File: src/hdl/ddct_defs.vh
// Constants of the DDR command controller: command codes, mode words, gaps.
// Assumes the memory command clock is mclk itself, 50 ns per cycle.
// Functional notes
// - Same-bank activates spaced by row cycle.
// - Refresh blocks activate/refresh for refresh cycle.
// - Row open at least minimum, below maximum.
// - Activate to read waits read delay.
// - Activate to write waits write delay.
// - Precharge to activate waits precharge time.
// - Activates to different banks keep bank gap.
// - Last write beat to precharge waits recovery.
// - Last write beat to read waits two.
// - Column commands may follow one apart.
// - Mode writes block everything for two cycles.
// - Auto-precharge write blocks activate for recovery.
// - Self refresh exit waits 200 before reading.
// - Power-down exit waits one clock plus setup.
// - Refreshes average no longer than 7.8 us.
// - Writes always carry an even beat count.
// - Extended mode reserved bits driven zero.
// - Reduced grade uses the 166 MHz gap set.
// - Read latency programmed as three.
// - Extended mode write drives only allowed bits.
`ifndef DDCT_DEFS_VH
`define DDCT_DEFS_VH

// Clock and long waits
`define DDCT_CLK_PERIOD_NS  50
`define DDCT_INIT_WAIT_US   200
// Cycle counts are the waits above in 50 ns cycles, rounded up
`define DDCT_INIT_WAIT_CYC  12'hfa0
`define DDCT_REF_INT_NS     7800
`define DDCT_REF_CYC        8'h9c
`define DDCT_TIS_NS         1
`define DDCT_PDX_CYC        8'h02
`define DDCT_RAS_MAX_CYC    100000
`define DDCT_RAS_GUARD      64

// Fixed gaps in cycles
`define DDCT_DLL_LOCK_CYC   12'hc8
`define DDCT_XSR_CYC        8'hc8
`define DDCT_MRD_CYC        8'h02
`define DDCT_CDLR_CYC       8'h02
`define DDCT_CCD_CYC        8'h01
`define DDCT_WDATA_LAG      8'h01
`define DDCT_INIT_REFS      2'h2
`define DDCT_READ_LATENCY   3
`define DDCT_SYNC_STAGES    2
`define DDCT_RD_PIPE        (`DDCT_READ_LATENCY+`DDCT_SYNC_STAGES+1)

// Speed grades
`define DDCT_GRADE_FAST     2'h0
`define DDCT_GRADE_SLOW     2'h1
`define DDCT_GRADE_RED      2'h2

// Grade gaps: fast, slow, reduced
`define DDCT_RC_F   8'h0f
`define DDCT_RC_S   8'h0c
`define DDCT_RC_R   8'h0a
`define DDCT_RFC_F  8'h11
`define DDCT_RFC_S  8'h0e
`define DDCT_RFC_R  8'h0c
`define DDCT_RAS_F  8'h0a
`define DDCT_RAS_S  8'h08
`define DDCT_RAS_R  8'h07
`define DDCT_RCDR_F 8'h05
`define DDCT_RCDR_S 8'h04
`define DDCT_RCDR_R 8'h03
`define DDCT_RCDW_F 8'h03
`define DDCT_RCDW_S 8'h02
`define DDCT_RCDW_R 8'h02
`define DDCT_RP_F   8'h05
`define DDCT_RP_S   8'h04
`define DDCT_RP_R   8'h03
`define DDCT_RRD_F  8'h03
`define DDCT_RRD_S  8'h02
`define DDCT_RRD_R  8'h02
`define DDCT_WR_F   8'h03
`define DDCT_WR_S   8'h02
`define DDCT_WR_R   8'h02
`define DDCT_DAL_F  8'h08
`define DDCT_DAL_S  8'h06
`define DDCT_DAL_R  8'h05

// Commands as {cs_n, ras_n, cas_n, we_n}
`define DDCT_CMD_NOP 4'h7
`define DDCT_CMD_ACT 4'h3
`define DDCT_CMD_RD  4'h5
`define DDCT_CMD_WR  4'h4
`define DDCT_CMD_PRE 4'h2
`define DDCT_CMD_REF 4'h1
`define DDCT_CMD_MRS 4'h0

// Mode words
`define DDCT_AP_MASK     12'h100
`define DDCT_BA_MRS      2'h0
`define DDCT_BA_EXTENDED_MODE_WRITE     2'h1
`define DDCT_MRS_BL2     3'h1
`define DDCT_MRS_CL3     3'h3

`endif

File: src/hdl/ddct_ctrl.v
// Command controller for a four-bank DDR memory: init, refresh, gap checks.
// Assumes mclk is forwarded as the memory clock; request port is on mclk.
`include "ddct_defs.vh"
`timescale 1ns/1ps
`default_nettype none
module ddct_ctrl
#(
   parameter RAS_MAX_CYC = `DDCT_RAS_MAX_CYC
)
(
   // Clock and reset
   input  wire        mclk,
   input  wire        reset,
   // Configuration
   input  wire [1:0]  grade_sel,
   input  wire [1:0]  drv_strength,
   input  wire        sr_req,
   input  wire        pd_req,
   output wire        init_done,
   // Request port
   input  wire        req_valid,
   output wire        req_ready,
   input  wire        req_write,
   input  wire        req_autopre,
   input  wire [1:0]  req_bank,
   input  wire [11:0] req_row,
   input  wire [7:0]  req_col,
   input  wire [63:0] req_wdata,
   input  wire [7:0]  req_wmask,
   output wire        rd_valid,
   output wire [63:0] rd_data,
   // Memory pins
   output wire        ddr_cke,
   output wire        ddr_cs_n,
   output wire        ddr_ras_n,
   output wire        ddr_cas_n,
   output wire        ddr_we_n,
   output wire [1:0]  ddr_ba,
   output wire [11:0] ddr_addr,
   output wire [63:0] ddr_dq_o,
   input  wire [63:0] ddr_dq_i,
   output wire        ddr_dq_oe_n,
   output wire        ddr_dqs_o,
   output wire        ddr_dqs_oe_n,
   output wire [7:0]  ddr_dm
);

   // ----------------------------------------------------------------
   // States and timers
   // ----------------------------------------------------------------
   localparam [3:0] S_PWR   = 4'h0;
   localparam [3:0] S_IPRE  = 4'h1;
   localparam [3:0] S_IEMRS = 4'h2;
   localparam [3:0] S_IMRS  = 4'h3;
   localparam [3:0] S_IDLL  = 4'h4;
   localparam [3:0] S_IPRE2 = 4'h5;
   localparam [3:0] S_IREF  = 4'h6;
   localparam [3:0] S_IMRS2 = 4'h7;
   localparam [3:0] S_RUN   = 4'h8;
   localparam [3:0] S_SREF  = 4'h9;
   localparam [3:0] S_PDN   = 4'ha;

   localparam T_RRD = 0, T_RFC = 1, T_MRD = 2, T_RCDR = 3, T_RCDW = 4, T_RAS = 5;
   localparam T_WR = 6, T_CDLR = 7, T_XSR = 8, T_CCD = 9, T_PDX = 10, T_ACT0 = 11;
   localparam NT = 15;

   function [7:0] gap;
      input [1:0] g;
      input [7:0] f;
      input [7:0] s;
      input [7:0] r;
      begin
         case (g)
            `DDCT_GRADE_FAST: gap = f;
            `DDCT_GRADE_RED:  gap = r;
            default:          gap = s;
         endcase
      end
   endfunction

   function [7:0] dec;
      input [7:0] x;
      begin
         dec = (x == 8'h00) ? 8'h00 : x - 8'h01;
      end
   endfunction

   // Keep the longer of the running wait and a new gap
   function [7:0] gl;
      input [7:0] cur;
      input [7:0] g;
      begin
         gl = (dec(cur) > g - 8'h01) ? dec(cur) : g - 8'h01;
      end
   endfunction

   reg  [7:0]  tq [0:NT-1];
   reg  [3:0]  state_q, state_d;
   reg  [3:0]  cmd_q, cmd_d;
   reg  [1:0]  ba_q, ba_d;
   reg  [11:0] addr_q, addr_d;
   reg         cke_q, cke_d;
   reg  [11:0] cnt_q;
   reg  [1:0]  irefs_q;
   reg         done_q, ready_q;
   reg         busy_q, rq_write_q, rq_ap_q;
   reg  [1:0]  rq_bank_q;
   reg  [11:0] rq_row_q;
   reg  [7:0]  rq_col_q;
   reg  [63:0] rq_wdata_q;
   reg  [7:0]  rq_wmask_q;
   reg         open_q;
   reg  [1:0]  open_bank_q;
   reg  [11:0] open_row_q;
   reg  [16:0] ras_cnt_q;
   reg  [63:0] dq_q;
   reg  [7:0]  dm_q;
   reg         dq_oe_n_q, dqs_q;
   reg  [`DDCT_RD_PIPE-1:0] rd_pipe_q;
   reg         rd_valid_q;
   reg  [63:0] rd_data_q;
   reg         iss_act, iss_rd, iss_wr, iss_pre, iss_ref, iss_mrs;
   reg         pre_all, sr_exit, pd_exit, busy_d;
   integer     i;

   wire        ref_due;
   wire [63:0] dq_sync;
   wire        take = req_valid && ready_q;
   wire        hit  = open_q && open_bank_q == rq_bank_q && open_row_q == rq_row_q;
   wire        banks_idle = tq[T_ACT0] == 8'h00 && tq[T_ACT0+1] == 8'h00 &&
                            tq[T_ACT0+2] == 8'h00 && tq[T_ACT0+3] == 8'h00;
   wire        quiet = banks_idle && tq[T_RFC] == 8'h00 && tq[T_MRD] == 8'h00;
   wire        cmd_ok = tq[T_MRD] == 8'h00 && tq[T_PDX] == 8'h00 &&
                        tq[T_XSR] == 8'h00;
   wire        ras_long = {15'h0, ras_cnt_q} >= RAS_MAX_CYC - `DDCT_RAS_GUARD;
   wire        pre_ok = tq[T_RAS] == 8'h00 && tq[T_WR] == 8'h00 &&
                        tq[T_CCD] == 8'h00;
   wire        need_close = open_q && (ref_due || sr_req || ras_long || (busy_q && !hit));
   wire [7:0]  g_rc   = gap(grade_sel, `DDCT_RC_F, `DDCT_RC_S, `DDCT_RC_R);
   wire [7:0]  g_rfc  = gap(grade_sel, `DDCT_RFC_F, `DDCT_RFC_S, `DDCT_RFC_R);
   wire [7:0]  g_ras  = gap(grade_sel, `DDCT_RAS_F, `DDCT_RAS_S, `DDCT_RAS_R);
   wire [7:0]  g_rcdr = gap(grade_sel, `DDCT_RCDR_F, `DDCT_RCDR_S, `DDCT_RCDR_R);
   wire [7:0]  g_rcdw = gap(grade_sel, `DDCT_RCDW_F, `DDCT_RCDW_S, `DDCT_RCDW_R);
   wire [7:0]  g_rp   = gap(grade_sel, `DDCT_RP_F, `DDCT_RP_S, `DDCT_RP_R);
   wire [7:0]  g_rrd  = gap(grade_sel, `DDCT_RRD_F, `DDCT_RRD_S, `DDCT_RRD_R);
   wire [7:0]  g_wr   = gap(grade_sel, `DDCT_WR_F, `DDCT_WR_S, `DDCT_WR_R);
   wire [7:0]  g_dal  = gap(grade_sel, `DDCT_DAL_F, `DDCT_DAL_S, `DDCT_DAL_R);

   ddct_ref_tick u_ref
   (
      .mclk     (mclk),
      .reset    (reset),
      .enable   (done_q),
      .ref_done (iss_ref && state_q == S_RUN),
      .ref_due  (ref_due)
   );

   ddct_sync #(.W(64)) u_dq_sync
   (
      .mclk  (mclk),
      .reset (reset),
      .d_in  (ddr_dq_i),
      .d_out (dq_sync)
   );

   // ----------------------------------------------------------------
   // Command selection
   // ----------------------------------------------------------------
   always @*
   begin
      state_d = state_q;
      cmd_d   = `DDCT_CMD_NOP;
      ba_d    = ba_q;
      addr_d  = addr_q;
      cke_d   = cke_q;
      iss_act = 1'b0;
      iss_rd  = 1'b0;
      iss_wr  = 1'b0;
      iss_pre = 1'b0;
      iss_ref = 1'b0;
      iss_mrs = 1'b0;
      pre_all = 1'b0;
      sr_exit = 1'b0;
      pd_exit = 1'b0;
      case (state_q)
         S_PWR:
            if (cnt_q == 12'h000)
            begin
               cke_d   = 1'b1;
               state_d = S_IPRE;
            end
         S_IPRE, S_IPRE2:
            if (quiet)
            begin
               cmd_d   = `DDCT_CMD_PRE;
               addr_d  = `DDCT_AP_MASK;
               iss_pre = 1'b1;
               pre_all = 1'b1;
               state_d = (state_q == S_IPRE) ? S_IEMRS : S_IREF;
            end
         S_IEMRS:
            if (quiet)
            begin
               cmd_d   = `DDCT_CMD_MRS;
               ba_d    = `DDCT_BA_EXTENDED_MODE_WRITE;
               // Only drive strength bits set; DLL enabled, rest zero
               addr_d  = {5'h00, drv_strength[1], 4'h0, drv_strength[0], 1'b0};
               iss_mrs = 1'b1;
               state_d = S_IMRS;
            end
         S_IMRS, S_IMRS2:
            if (quiet)
            begin
               cmd_d   = `DDCT_CMD_MRS;
               ba_d    = `DDCT_BA_MRS;
               addr_d  = {3'h0, state_q == S_IMRS, 1'b0, `DDCT_MRS_CL3, 1'b0,
                          `DDCT_MRS_BL2};
               iss_mrs = 1'b1;
               state_d = (state_q == S_IMRS) ? S_IDLL : S_RUN;
            end
         S_IDLL:
            if (cnt_q == 12'h000)
               state_d = S_IPRE2;
         S_IREF:
            if (irefs_q == `DDCT_INIT_REFS)
               state_d = S_IMRS2;
            else if (quiet)
            begin
               cmd_d   = `DDCT_CMD_REF;
               iss_ref = 1'b1;
            end
         S_RUN:
            if (!cmd_ok)
               state_d = S_RUN;
            else if (need_close)
            begin
               if (pre_ok)
               begin
                  cmd_d   = `DDCT_CMD_PRE;
                  ba_d    = open_bank_q;
                  addr_d  = 12'h000;
                  iss_pre = 1'b1;
               end
            end
            else if (ref_due || sr_req)
            begin
               if (quiet)
               begin
                  cmd_d   = `DDCT_CMD_REF;
                  iss_ref = 1'b1;
                  if (!ref_due)
                  begin
                     cke_d   = 1'b0;
                     state_d = S_SREF;
                  end
               end
            end
            else if (busy_q && hit)
            begin
               // Column commands may run back to back
               if (tq[T_CCD] == 8'h00 && (rq_write_q ? tq[T_RCDW] == 8'h00 :
                   (tq[T_RCDR] == 8'h00 && tq[T_CDLR] == 8'h00)))
               begin
                  cmd_d  = rq_write_q ? `DDCT_CMD_WR : `DDCT_CMD_RD;
                  ba_d   = rq_bank_q;
                  addr_d = {3'h0, rq_ap_q && rq_write_q, rq_col_q};
                  iss_wr = rq_write_q;
                  iss_rd = !rq_write_q;
               end
            end
            else if (busy_q)
            begin
               if (tq[T_ACT0 + rq_bank_q] == 8'h00 && tq[T_RRD] == 8'h00 &&
                   tq[T_RFC] == 8'h00)
               begin
                  cmd_d   = `DDCT_CMD_ACT;
                  ba_d    = rq_bank_q;
                  addr_d  = rq_row_q;
                  iss_act = 1'b1;
               end
            end
            else if (pd_req)
            begin
               cke_d   = 1'b0;
               state_d = S_PDN;
            end
         S_SREF:
            if (!sr_req)
            begin
               cke_d   = 1'b1;
               sr_exit = 1'b1;
               state_d = S_RUN;
            end
         S_PDN:
            if (!pd_req || ref_due || busy_q)
            begin
               cke_d   = 1'b1;
               pd_exit = 1'b1;
               state_d = S_RUN;
            end
         default:
            state_d = S_PWR;
      endcase
      busy_d = (busy_q && !(iss_rd || iss_wr)) || take;
   end

   // ----------------------------------------------------------------
   // Gap timers
   // ----------------------------------------------------------------
   always @(posedge mclk)
   begin
      for (i = 0; i < NT; i = i + 1)
         tq[i] <= reset ? 8'h00 : dec(tq[i]);
      if (!reset)
      begin
         if (iss_act)
         begin
            tq[T_RRD]             <= gl(tq[T_RRD], g_rrd);
            tq[T_RCDR]            <= gl(tq[T_RCDR], g_rcdr);
            tq[T_RCDW]            <= gl(tq[T_RCDW], g_rcdw);
            tq[T_RAS]             <= gl(tq[T_RAS], g_ras);
            tq[T_ACT0 + rq_bank_q] <= gl(tq[T_ACT0 + rq_bank_q], g_rc);
         end
         if (iss_pre)
            for (i = 0; i < 4; i = i + 1)
               if (pre_all || open_bank_q == i[1:0])
                  tq[T_ACT0 + i] <= gl(tq[T_ACT0 + i], g_rp);
         if (iss_wr)
         begin
            tq[T_WR]   <= gl(tq[T_WR], g_wr + `DDCT_WDATA_LAG);
            tq[T_CDLR] <= gl(tq[T_CDLR], `DDCT_CDLR_CYC + `DDCT_WDATA_LAG);
            if (rq_ap_q)
               tq[T_ACT0 + rq_bank_q] <= gl(tq[T_ACT0 + rq_bank_q],
                                            g_dal + `DDCT_WDATA_LAG);
         end
         if (iss_wr || iss_rd)
            tq[T_CCD] <= gl(tq[T_CCD], `DDCT_CCD_CYC);
         if (iss_ref)
            tq[T_RFC] <= gl(tq[T_RFC], g_rfc);
         if (iss_mrs)
            tq[T_MRD] <= gl(tq[T_MRD], `DDCT_MRD_CYC);
         if (sr_exit)
            tq[T_XSR] <= gl(tq[T_XSR], `DDCT_XSR_CYC);
         if (pd_exit)
            tq[T_PDX] <= gl(tq[T_PDX], `DDCT_PDX_CYC);
      end
   end

   // ----------------------------------------------------------------
   // Sequencing, request and data registers
   // ----------------------------------------------------------------
   always @(posedge mclk)
   begin
      if (reset)
      begin
         state_q     <= S_PWR;
         cmd_q       <= `DDCT_CMD_NOP;
         ba_q        <= 2'h0;
         addr_q      <= 12'h000;
         cke_q       <= 1'b0;
         cnt_q       <= `DDCT_INIT_WAIT_CYC - 12'h001;
         irefs_q     <= 2'h0;
         done_q      <= 1'b0;
         ready_q     <= 1'b0;
         busy_q      <= 1'b0;
         open_q      <= 1'b0;
         open_bank_q <= 2'h0;
         open_row_q  <= 12'h000;
         ras_cnt_q   <= 17'h00000;
         dq_oe_n_q   <= 1'b1;
         dqs_q       <= 1'b0;
         rd_pipe_q   <= {`DDCT_RD_PIPE{1'b0}};
         rd_valid_q  <= 1'b0;
      end
      else
      begin
         state_q <= state_d;
         cmd_q   <= cmd_d;
         ba_q    <= ba_d;
         addr_q  <= addr_d;
         cke_q   <= cke_d;
         if (iss_mrs && state_q == S_IMRS)
            cnt_q <= `DDCT_DLL_LOCK_CYC - 12'h001;
         else if (cnt_q != 12'h000)
            cnt_q <= cnt_q - 12'h001;
         if (iss_ref && state_q == S_IREF)
            irefs_q <= irefs_q + 2'h1;
         done_q  <= done_q || state_d == S_RUN;
         busy_q  <= busy_d;
         ready_q <= state_d == S_RUN && !busy_d && !sr_req && !pd_req;
         if (iss_act)
         begin
            open_q      <= 1'b1;
            open_bank_q <= rq_bank_q;
            open_row_q  <= rq_row_q;
         end
         else if (iss_pre || (iss_wr && rq_ap_q))
            open_q <= 1'b0;
         // Rows are forced shut well before the longest open time
         ras_cnt_q <= (iss_act || !open_q) ? 17'h00000 : ras_cnt_q + 17'h00001;
         // Both beats of a burst go out together, so the count stays even
         dq_oe_n_q  <= !iss_wr;
         dqs_q      <= iss_wr;
         rd_pipe_q  <= {rd_pipe_q[`DDCT_RD_PIPE-2:0], iss_rd};
         rd_valid_q <= rd_pipe_q[`DDCT_RD_PIPE-1];
      end
   end

   always @(posedge mclk)
   begin
      if (take)
      begin
         rq_write_q <= req_write;
         rq_ap_q    <= req_autopre;
         rq_bank_q  <= req_bank;
         rq_row_q   <= req_row;
         rq_col_q   <= req_col;
         rq_wdata_q <= req_wdata;
         rq_wmask_q <= req_wmask;
      end
      if (iss_wr)
      begin
         dq_q <= rq_wdata_q;
         dm_q <= rq_wmask_q;
      end
      if (rd_pipe_q[`DDCT_RD_PIPE-1])
         rd_data_q <= dq_sync;
   end

   assign init_done    = done_q;
   assign req_ready    = ready_q;
   assign rd_valid     = rd_valid_q;
   assign rd_data      = rd_data_q;
   assign ddr_cke      = cke_q;
   assign ddr_cs_n     = cmd_q[3];
   assign ddr_ras_n    = cmd_q[2];
   assign ddr_cas_n    = cmd_q[1];
   assign ddr_we_n     = cmd_q[0];
   assign ddr_ba       = ba_q;
   assign ddr_addr     = addr_q;
   assign ddr_dq_o     = dq_q;
   assign ddr_dq_oe_n  = dq_oe_n_q;
   assign ddr_dqs_o    = dqs_q;
   assign ddr_dqs_oe_n = dq_oe_n_q;
   assign ddr_dm       = dm_q;

endmodule // ddct_ctrl
`default_nettype wire

File: src/hdl/ddct_ref_tick.v
// Refresh interval divider and owed-refresh counter.
// Assumes ref_done pulses once per refresh command issued.
`include "ddct_defs.vh"
`timescale 1ns/1ps
`default_nettype none
module ddct_ref_tick
(
   // Clock and reset
   input  wire       mclk,
   input  wire       reset,
   // Control
   input  wire       enable,
   input  wire       ref_done,
   output wire       ref_due
);

   reg [7:0] div_q;
   reg [2:0] owed_q;
   wire      tick;

   assign tick    = enable && (div_q == 8'h00);
   assign ref_due = (owed_q != 3'h0);

   // Owed count keeps the average rate even when a refresh is late
   always @(posedge mclk)
   begin
      if (reset || !enable)
      begin
         div_q  <= 8'h00;
         owed_q <= 3'h0;
      end
      else
      begin
         div_q <= tick ? `DDCT_REF_CYC - 8'h01 : div_q - 8'h01;
         // Tick and a same-cycle refresh cancel: net count unchanged
         if (tick && !ref_done && owed_q != 3'h7)
            owed_q <= owed_q + 3'h1;
         else if (!tick && ref_done && owed_q != 3'h0)
            owed_q <= owed_q - 3'h1;
      end
   end

endmodule // ddct_ref_tick
`default_nettype wire

File: src/hdl/ddct_sync.v
// Two-flop synchroniser for a bus of pin inputs.
// Assumes the bus is quasi-static around the sampled cycle.
`timescale 1ns/1ps
`default_nettype none
module ddct_sync
#(
   parameter W = 64
)
(
   // Clock and reset
   input  wire         mclk,
   input  wire         reset,
   // Data
   input  wire [W-1:0] d_in,
   output wire [W-1:0] d_out
);

   reg [W-1:0] s1_q;
   reg [W-1:0] s2_q;

   always @(posedge mclk)
   begin
      if (reset)
      begin
         s1_q <= {W{1'b0}};
         s2_q <= {W{1'b0}};
      end
      else
      begin
         s1_q <= d_in;
         s2_q <= s1_q;
      end
   end

   assign d_out = s2_q;

endmodule // ddct_sync
`default_nettype wire
File: config.mk
export PLATFORM = sky130hd
export DESIGN_NAME = ddct_ctrl
export DESIGN_NICKNAME = d
export VERILOG_FILES = /design/src/hdl/ddct_ctrl.v /design/src/hdl/ddct_ref_tick.v /design/src/hdl/ddct_sync.v
export VERILOG_INCLUDE_DIRS = /design/src /design/src/hdl
export SDC_FILE = /design/constraint.sdc
export NUM_CORES = 1
export LEC_CHECK = 0
export BUFFER_PORTS_ARGS = -buffer_cell sky130_fd_sc_hd__buf_4
export CAP_MARGIN = 10
export CELL_PAD_IN_SITES_DETAIL_PLACEMENT = 0
export CELL_PAD_IN_SITES_GLOBAL_PLACEMENT = 1
export CORE_MARGIN = 2
export CORE_UTILIZATION = 40
export CTS_CLUSTER_DIAMETER = 60
export DETAILED_ROUTE_END_ITERATION = 6
export GPL_TIMING_DRIVEN = 0
export HOLD_SLACK_MARGIN = 0.15
export MAX_ROUTING_LAYER = met4
export PLACE_DENSITY_LB_ADDON = 0.2
export SYNTH_ARGS = -nofsm -noshare
export SYNTH_HDL_FRONTEND = slang
export SYNTH_SLANG_ARGS = --single-unit
export TNS_END_PERCENT = 1
File: constraint.sdc
create_clock -name mclk -period 13.8 [get_ports mclk]
set_input_delay 2.76 -clock mclk [delete_from_list [all_inputs] [get_ports mclk]]
set_output_delay 2.76 -clock mclk [all_outputs]
set_load 0.005 [all_outputs]
Word-level counts from Yosys, hierarchy flattened
Memories as Yosys holds them, arrays and structs flattened.
Cells that the tools add are included.
{"block": "op_classes", "n_addsub": 32, "n_lt_le_gt_ge": 18, "eq_ne": 37, "muxes": 222, "n_bitwise": 16, "n_reduce_logical": 97}
{"cell": "two-way mux 8 bit", "count": 65}
{"cell": "two-way mux 12 bit", "count": 13}
{"cell": "subtractor 8 x 1 -> 8 bit, second input constant", "count": 18}
{"cell": "zero test 8 bit", "count": 17}
{"cell": "greater-than comparator 8 bit", "count": 12}
{"cell": "two-way mux 1 bit", "count": 90}
{"cell": "two-way mux 4 bit", "count": 21}
{"cell": "case mux 12 bit (4 select lines)", "count": 1}
{"cell": "case mux 4 bit (9 select lines)", "count": 1}
{"cell": "logical AND 1 bit", "count": 33}
{"cell": "two-way mux 3 bit", "count": 10}
{"cell": "greater-than comparator 8 x 1 -> 1 bit, second input constant", "count": 3}
{"cell": "two-way mux 2 bit", "count": 11}
{"cell": "inequality test 3 bit, second input constant", "count": 6}
{"cell": "adder 17 x 1 -> 17 bit, second input constant", "count": 1}
{"cell": "greater-or-equal comparator 17 bit, second input constant", "count": 1}
{"cell": "equality test 4 x 3 -> 1 bit, second input constant", "count": 4}
{"cell": "equality test 4 bit, second input constant", "count": 4}
{"cell": "inequality test 2 bit, second input constant", "count": 8}
{"cell": "case mux 4 bit (2 select lines)", "count": 2}
{"cell": "case mux 4 bit (4 select lines)", "count": 1}
{"cell": "logical OR 1 bit", "count": 15}
{"cell": "bitwise OR 1 bit, first input constant", "count": 15}
{"cell": "equality test 12 bit", "count": 1}
{"cell": "other kinds (40)", "count": 69}
{"block": "word_totals", "regBits": 452, "ram_bits": 120, "input_bits": 169, "out_inout_bits": 161, "word_cells": 457, "memories": 1}
{"name": "tq", "words": 15, "word_bits": 8, "rd": 16, "rd_clocked_by_memory_dff": 0, "write_ports": 16, "line_no": "ddct_ctrl.v:97", "text": "reg [7:0] tq [0:NT-1];"}

Depth between registers and ports, before layout
An unclocked memory read counts as a cell.
{"block": "logic_depth", "ltp_word": 19, "depth_mapped": 23, "ltp_nobuf": 19}

Cells and area by module
From an unflattened synthesis, not the netlist that was laid out.
{"block": "hier_totals", "cells_unflattened": 2212, "hier_area_um2": 24456.0}
{"module": "ddct_ctrl", "instances": 1, "cells_per_inst": 1877, "area_each_um2": 20383.3, "seq_area_each_um2": 11210.8}
{"module": "ddct_sync", "instances": 1, "cells_per_inst": 270, "area_each_um2": 3464.6, "seq_area_each_um2": 2562.5}
{"module": "ddct_ref_tick", "instances": 1, "cells_per_inst": 65, "area_each_um2": 608.1, "seq_area_each_um2": 220.2}

Worst setup path before layout
Ideal clock, no wire load.
{"block": "synth_timing", "path_type": "input to register", "from": "input sr_req", "to": "register open_q", "arrival_ns": 5.993, "required_ns": 13.668, "path_slack_ns": 7.675, "cell_stages": 12, "n_path_buf": 3, "cell_sequence": "clkbuf_1 nand2b_1 clkbuf_1 a31oi_1 a21oi_1 buf_2 nor4b_1 nand2_1 inv_1 nand2_1 nand3_1 a21oi_1"}
{"block": "synth_via", "elab_chain_len": 10, "word_cells_on_any_way": 19}
{"element": "start, declared", "line_no": "ddct_ctrl.v:17", "text": "input wire sr_req,"}
{"element": "logical OR 1 bit (*)", "line_no": "ddct_ctrl.v:138, ddct_ctrl.v:245"}
{"element": "logical OR 1 bit (2 in series)", "line_no": "ddct_ctrl.v:138", "text": "wire need_close = open_q && (ref_due || sr_req || ras_long || (busy_q && !hit));"}
{"element": "logical AND 1 bit", "line_no": "ddct_ctrl.v:138"}
{"element": "two-way mux 1 bit (*)", "line_no": "ddct_ctrl.v:235", "text": "else if (need_close)"}
{"element": "two-way mux 1 bit (*)", "line_no": "ddct_ctrl.v:233", "text": "if (!cmd_ok)"}
{"element": "two-way mux 1 bit (*)", "line_no": "ddct_ctrl.v:185", "text": "case (state_q)"}
{"element": "named net iss_wr", "line_no": "ddct_ctrl.v:122", "text": "reg iss_act, iss_rd, iss_wr, iss_pre, iss_ref, iss_mrs;"}
{"element": "logical AND 1 bit (*)", "line_no": "ddct_ctrl.v:397", "text": "else if (iss_pre || (iss_wr && rq_ap_q))"}
{"element": "logical OR 1 bit (*)", "line_no": "ddct_ctrl.v:397"}
{"element": "nonzero test 2 bit (no line) (*)"}
{"element": "end signal, assigned", "line_no": "ddct_ctrl.v:366", "text": "open_q <= 1'b0;"}
{"element": "end signal, assigned", "line_no": "ddct_ctrl.v:393", "text": "open_q <= 1'b1;"}
{"element": "end signal, assigned", "line_no": "ddct_ctrl.v:398", "text": "open_q <= 1'b0;"}
{"element": "end, declared", "line_no": "ddct_ctrl.v:112", "text": "reg open_q;"}
Mark *: on every way through the listed nets, which the timed path passes. The rest lies on a longest branch.
A chain may end at the register's enable or synchronous reset.

==> results.cfg <==
[placed_design]
port_buffers = 326
finalWeightedCongestion = 0.9024
dpl_cell_area_um2 = 27940
place.detailed.hpwl_um = 45040

[worst_setup_path]
r2r-start = rq_bank_q[0]$_DFFE_PP_
critical_path.max_fanout = 23
req_time_crit_path_ps = 14130
setup.worst_path.class = in2reg
crit_path_start = grade_sel[1]
critical_path_arrival_ps = 6790
critical_path.startpoint_type = input pin
setup.worst_path.end_class = flip-flop

[clocking]
numCtsBuffers = 67
cts_buffer_depth = 3
cts.sinks = 579
cts_root_buffer = sky130_fd_sc_hd__clkbuf_16
post-cts-setup-buffers = 0
ctsResizeCount = 0
cts-htree-levels = 3
clk_transition_reported_paths_ps = 60
postCtsHoldBufs = 0
cts_tree = yes
clock_latency_ps = 610

[grt]
grt_max_degree = 73
global_route.usage.total_pct = 20.16
number_of_global_route_vias_before_repair = 17110
globalRoute.totalOverflow = 0
wire_length_of_the_first_global_routing_pass_um = 95810
grt_antenna_before_repair = 4

[run]
cap_violations = 0

[floorplan]
dieWidth_um = 250.6
ios = 330
fp-row-count = 90
die_h_um = 250.6
floorplan.die_area_um2 = 62790
core-area_um2 = 60250
initial_core_util_pct = 40.37

[outcome]
status = finished, final reports clean

[pwr]
ir_drop_worst_vdd_uv = 132.4
power_density_nw_per_um2 = 175.9
p_leak_nw = 12.38

[finish]
layout_common_cells = 338 x sky130_fd_sc_hd__dfxtp_1, 331 x sky130_fd_sc_hd__buf_4, 240 x sky130_fd_sc_hd__edfxtp_1
num-nets-final = 2871
layout_commonest_cell = sky130_fd_sc_hd__dfxtp_1
design_area_um2 = 30130
share_of_layout_cells_above_drive_strength_1_pct = 20.09
layout.filler_cells = 5433
area_delta_synth_final_pct = 23.87

[min_path]
min_from = u_dq_sync.d_out[24]$_SDFF_PP0_
min-delay-path-class = reg2reg

[routing]
vias = 17480
route.final.wire_length_um = 62130
detail_route.wl_per_cell_um = 18.09
detail_route.iter0.violations = 1100
drc = 0
avgViaCountPerCell = 5.089
drtPass1Iterations = 5
final_ant_viol_nets = 0

[sta]
drv_slew = 0
fmaxAchievable_ghz = 0.1549
setup_total_negative_slack_ps = 0
final.setup_skew_ps = 25.75
finalHoldViolCount = 0
timing.max_slew.rel_slack_pct = 15.32
setup_repair_after_global_routing_missed_its_margin = false
finalCritPeriodShare_pct = 46.78
timing_worst_slew_pin_value_ps = 1238
setup_viol_count_final = 0
holdWs_ps = 399.7
finalWorstPathRequiredPeriod_ps = 6456

[yosys]
seq_area_frac_synth_pct = 57.54
synthesis.area_per_instance_um2 = 11.23
asyncSetResetFlopFracSynth_pct = 0
yosys_register_bits = 579
synthesis.instances = 2165
synth_edf_count = 240
synth-warning-count = 0
synth_cell_area_um2 = 24320
dominantRegCellSynth = sky130_fd_sc_hd__dfxtp_1
yosys.cell_types.count = 95
==> path summary, 6_finish.rpt <==
kind	endpoint	slack (ps)	cells after the start
worst max-delay path	tq[15][1]$_DFFE_PP_	7340	15
worst min-delay path	rd_data[24]$_DFFE_PP_	400	0
worst max register to register	tq[15][1]$_DFFE_PP_	7580	23
worst min register to register	rd_data[24]$_DFFE_PP_	400	0
==> metrics by stage <==
stage               power [mW]  utilization, %  cells  worst slack [ps]
finish                   5.298           50.01   3435              7344
global route             5.642           50.00   3433              7051
CTS                      5.350           49.98   3429              7329
detailed placement       3.583           46.38   3308              6724
global placement         3.537           46.25   3304              5836
floorplan                3.173               -   2196              7675
==> routing by layer <==
| layer | routed length (µm) | up-vias | track usage [%] |
|---|---|---|---|
| met2 | 29880 | 442 | 32.78 |
| li1 | - | 8565 | - |
| met3 | 3344 | 125 | 4.209 |
| met1 | 27040 | 8350 | 24.93 |
| met5 | 0 | - | - |
| met4 | 1864 | 0 | 7.015 |
==> power by group <==
group	internal, mW	total (mW)	switching, mW
Combinational	0.647	1.50	0.856
Sequential	1.92	2.05	0.139
Clock	1.03	1.74	0.708
Total	3.59	5.30	1.70
==> worst max-delay path, cell delays in order <==
cell and delay [ps]:
sky130_fd_sc_hd__buf_4 120, sky130_fd_sc_hd__or2_2 160, sky130_fd_sc_hd__clkbuf_2 590, sky130_fd_sc_hd__ha_1 760, sky130_fd_sc_hd__inv_1 280, sky130_fd_sc_hd__ha_1 370, sky130_fd_sc_hd__nor2b_1 130, sky130_fd_sc_hd__o21ai_0 130
sky130_fd_sc_hd__nand2b_1 70, sky130_fd_sc_hd__a21oi_1 160, sky130_fd_sc_hd__a41o_1 190, sky130_fd_sc_hd__nand2_1 120, sky130_fd_sc_hd__a21o_1 250, sky130_fd_sc_hd__a22oi_2 580, sky130_fd_sc_hd__inv_1 90
==> cells by family (layout without fill, tap and decap cells) <==
logic type	after synthesis	after routing	share of synthesized area, %
buffers and inverters	148	600	2.439
AOI/OAI and AO/OA	313	313	8.123
adders and majority gates	106	106	5.484
xor gates and xnor gates	103	103	3.709
DFF	579	579	57.54
other	2	38	0.03088
muxes	90	90	4.496
and+or+nand+nor	824	824	18.18
==> Yosys cell counts, types with 8 or more instances <==
cell type                  number  area [µm²]
sky130_fd_sc_hd__dfxtp_1      339        6787
sky130_fd_sc_hd__nor4_1        22       137.6
sky130_fd_sc_hd__nor3b_1        8       60.06
sky130_fd_sc_hd__nor2_1       214       803.3
sky130_fd_sc_hd__mux2_2        13       146.4
sky130_fd_sc_hd__nand4_1       25       156.4
sky130_fd_sc_hd__nand2b_1      25       156.4
sky130_fd_sc_hd__o21ai_1       19       95.09
sky130_fd_sc_hd__mux4_2        14       315.3
sky130_fd_sc_hd__ha_1         105        1314
sky130_fd_sc_hd__edfxtp_1     240        7207
sky130_fd_sc_hd__xnor2_1       57       499.2
sky130_fd_sc_hd__o31ai_1       12       90.09
sky130_fd_sc_hd__clkbuf_1      50       187.7
sky130_fd_sc_hd__nor2b_1      158       988.5
sky130_fd_sc_hd__and3_1        25       156.4
sky130_fd_sc_hd__or4_1         11       82.58
sky130_fd_sc_hd__inv_1         75       281.5
sky130_fd_sc_hd__or3_1         21       131.4
sky130_fd_sc_hd__o21a_1        15       112.6
sky130_fd_sc_hd__nand3_1       65       325.3
sky130_fd_sc_hd__a211oi_1      13       97.59
sky130_fd_sc_hd__nand2_1      104       390.4
sky130_fd_sc_hd__buf_2          9       45.04
sky130_fd_sc_hd__a21oi_1       92       460.4
sky130_fd_sc_hd__nand3b_1       8       60.06
sky130_fd_sc_hd__xor2_1        46       402.9
sky130_fd_sc_hd__nor3_1        63       315.3
sky130_fd_sc_hd__mux2i_1       62       620.6
sky130_fd_sc_hd__a22oi_1        8       60.06
sky130_fd_sc_hd__a21o_1        22       165.2
sky130_fd_sc_hd__and2_1        12       75.07
sky130_fd_sc_hd__or2_2         16       100.1
sky130_fd_sc_hd__o21ai_0       76       380.4
==> state kept, by name (all words and copies together) (netlist names), 2 cells and up <==
register / count
ddr_addr: 12
tq: 128
rq_row_q: 12
cmd_q: 3
rq_wdata_q: 64
cnt_q: 12
ddr_dq_o: 64
state_q: 4
rq_col_q: 8
ras_cnt_q: 17
u_ref.div_q: 8
rd_pipe_q: 6
u_dq_sync.s1_q: 64
rq_bank_q: 2
irefs_q: 2
open_row_q: 12
rd_data: 64
rq_wmask_q: 8
ddr_ba: 2
u_ref.owed_q: 3
u_dq_sync.d_out: 64
open_bank_q: 2
ddr_dm: 8
==> area by class of cell <==
type	instances	area, µm²	area share (%)
sequential	579	14000	46.46
multi-input combinational	1469	9853	32.71
timing repair buffer	331	2524	8.377
clock buffer	90	1821	6.043
tap	782	978.4	3.248
clock inverter	31	344.1	1.142
buffer	72	309.0	1.026
inverter	76	287.8	0.9552
antenna	5	12.51	0.04153
Power figures use the tool's default switching activity.
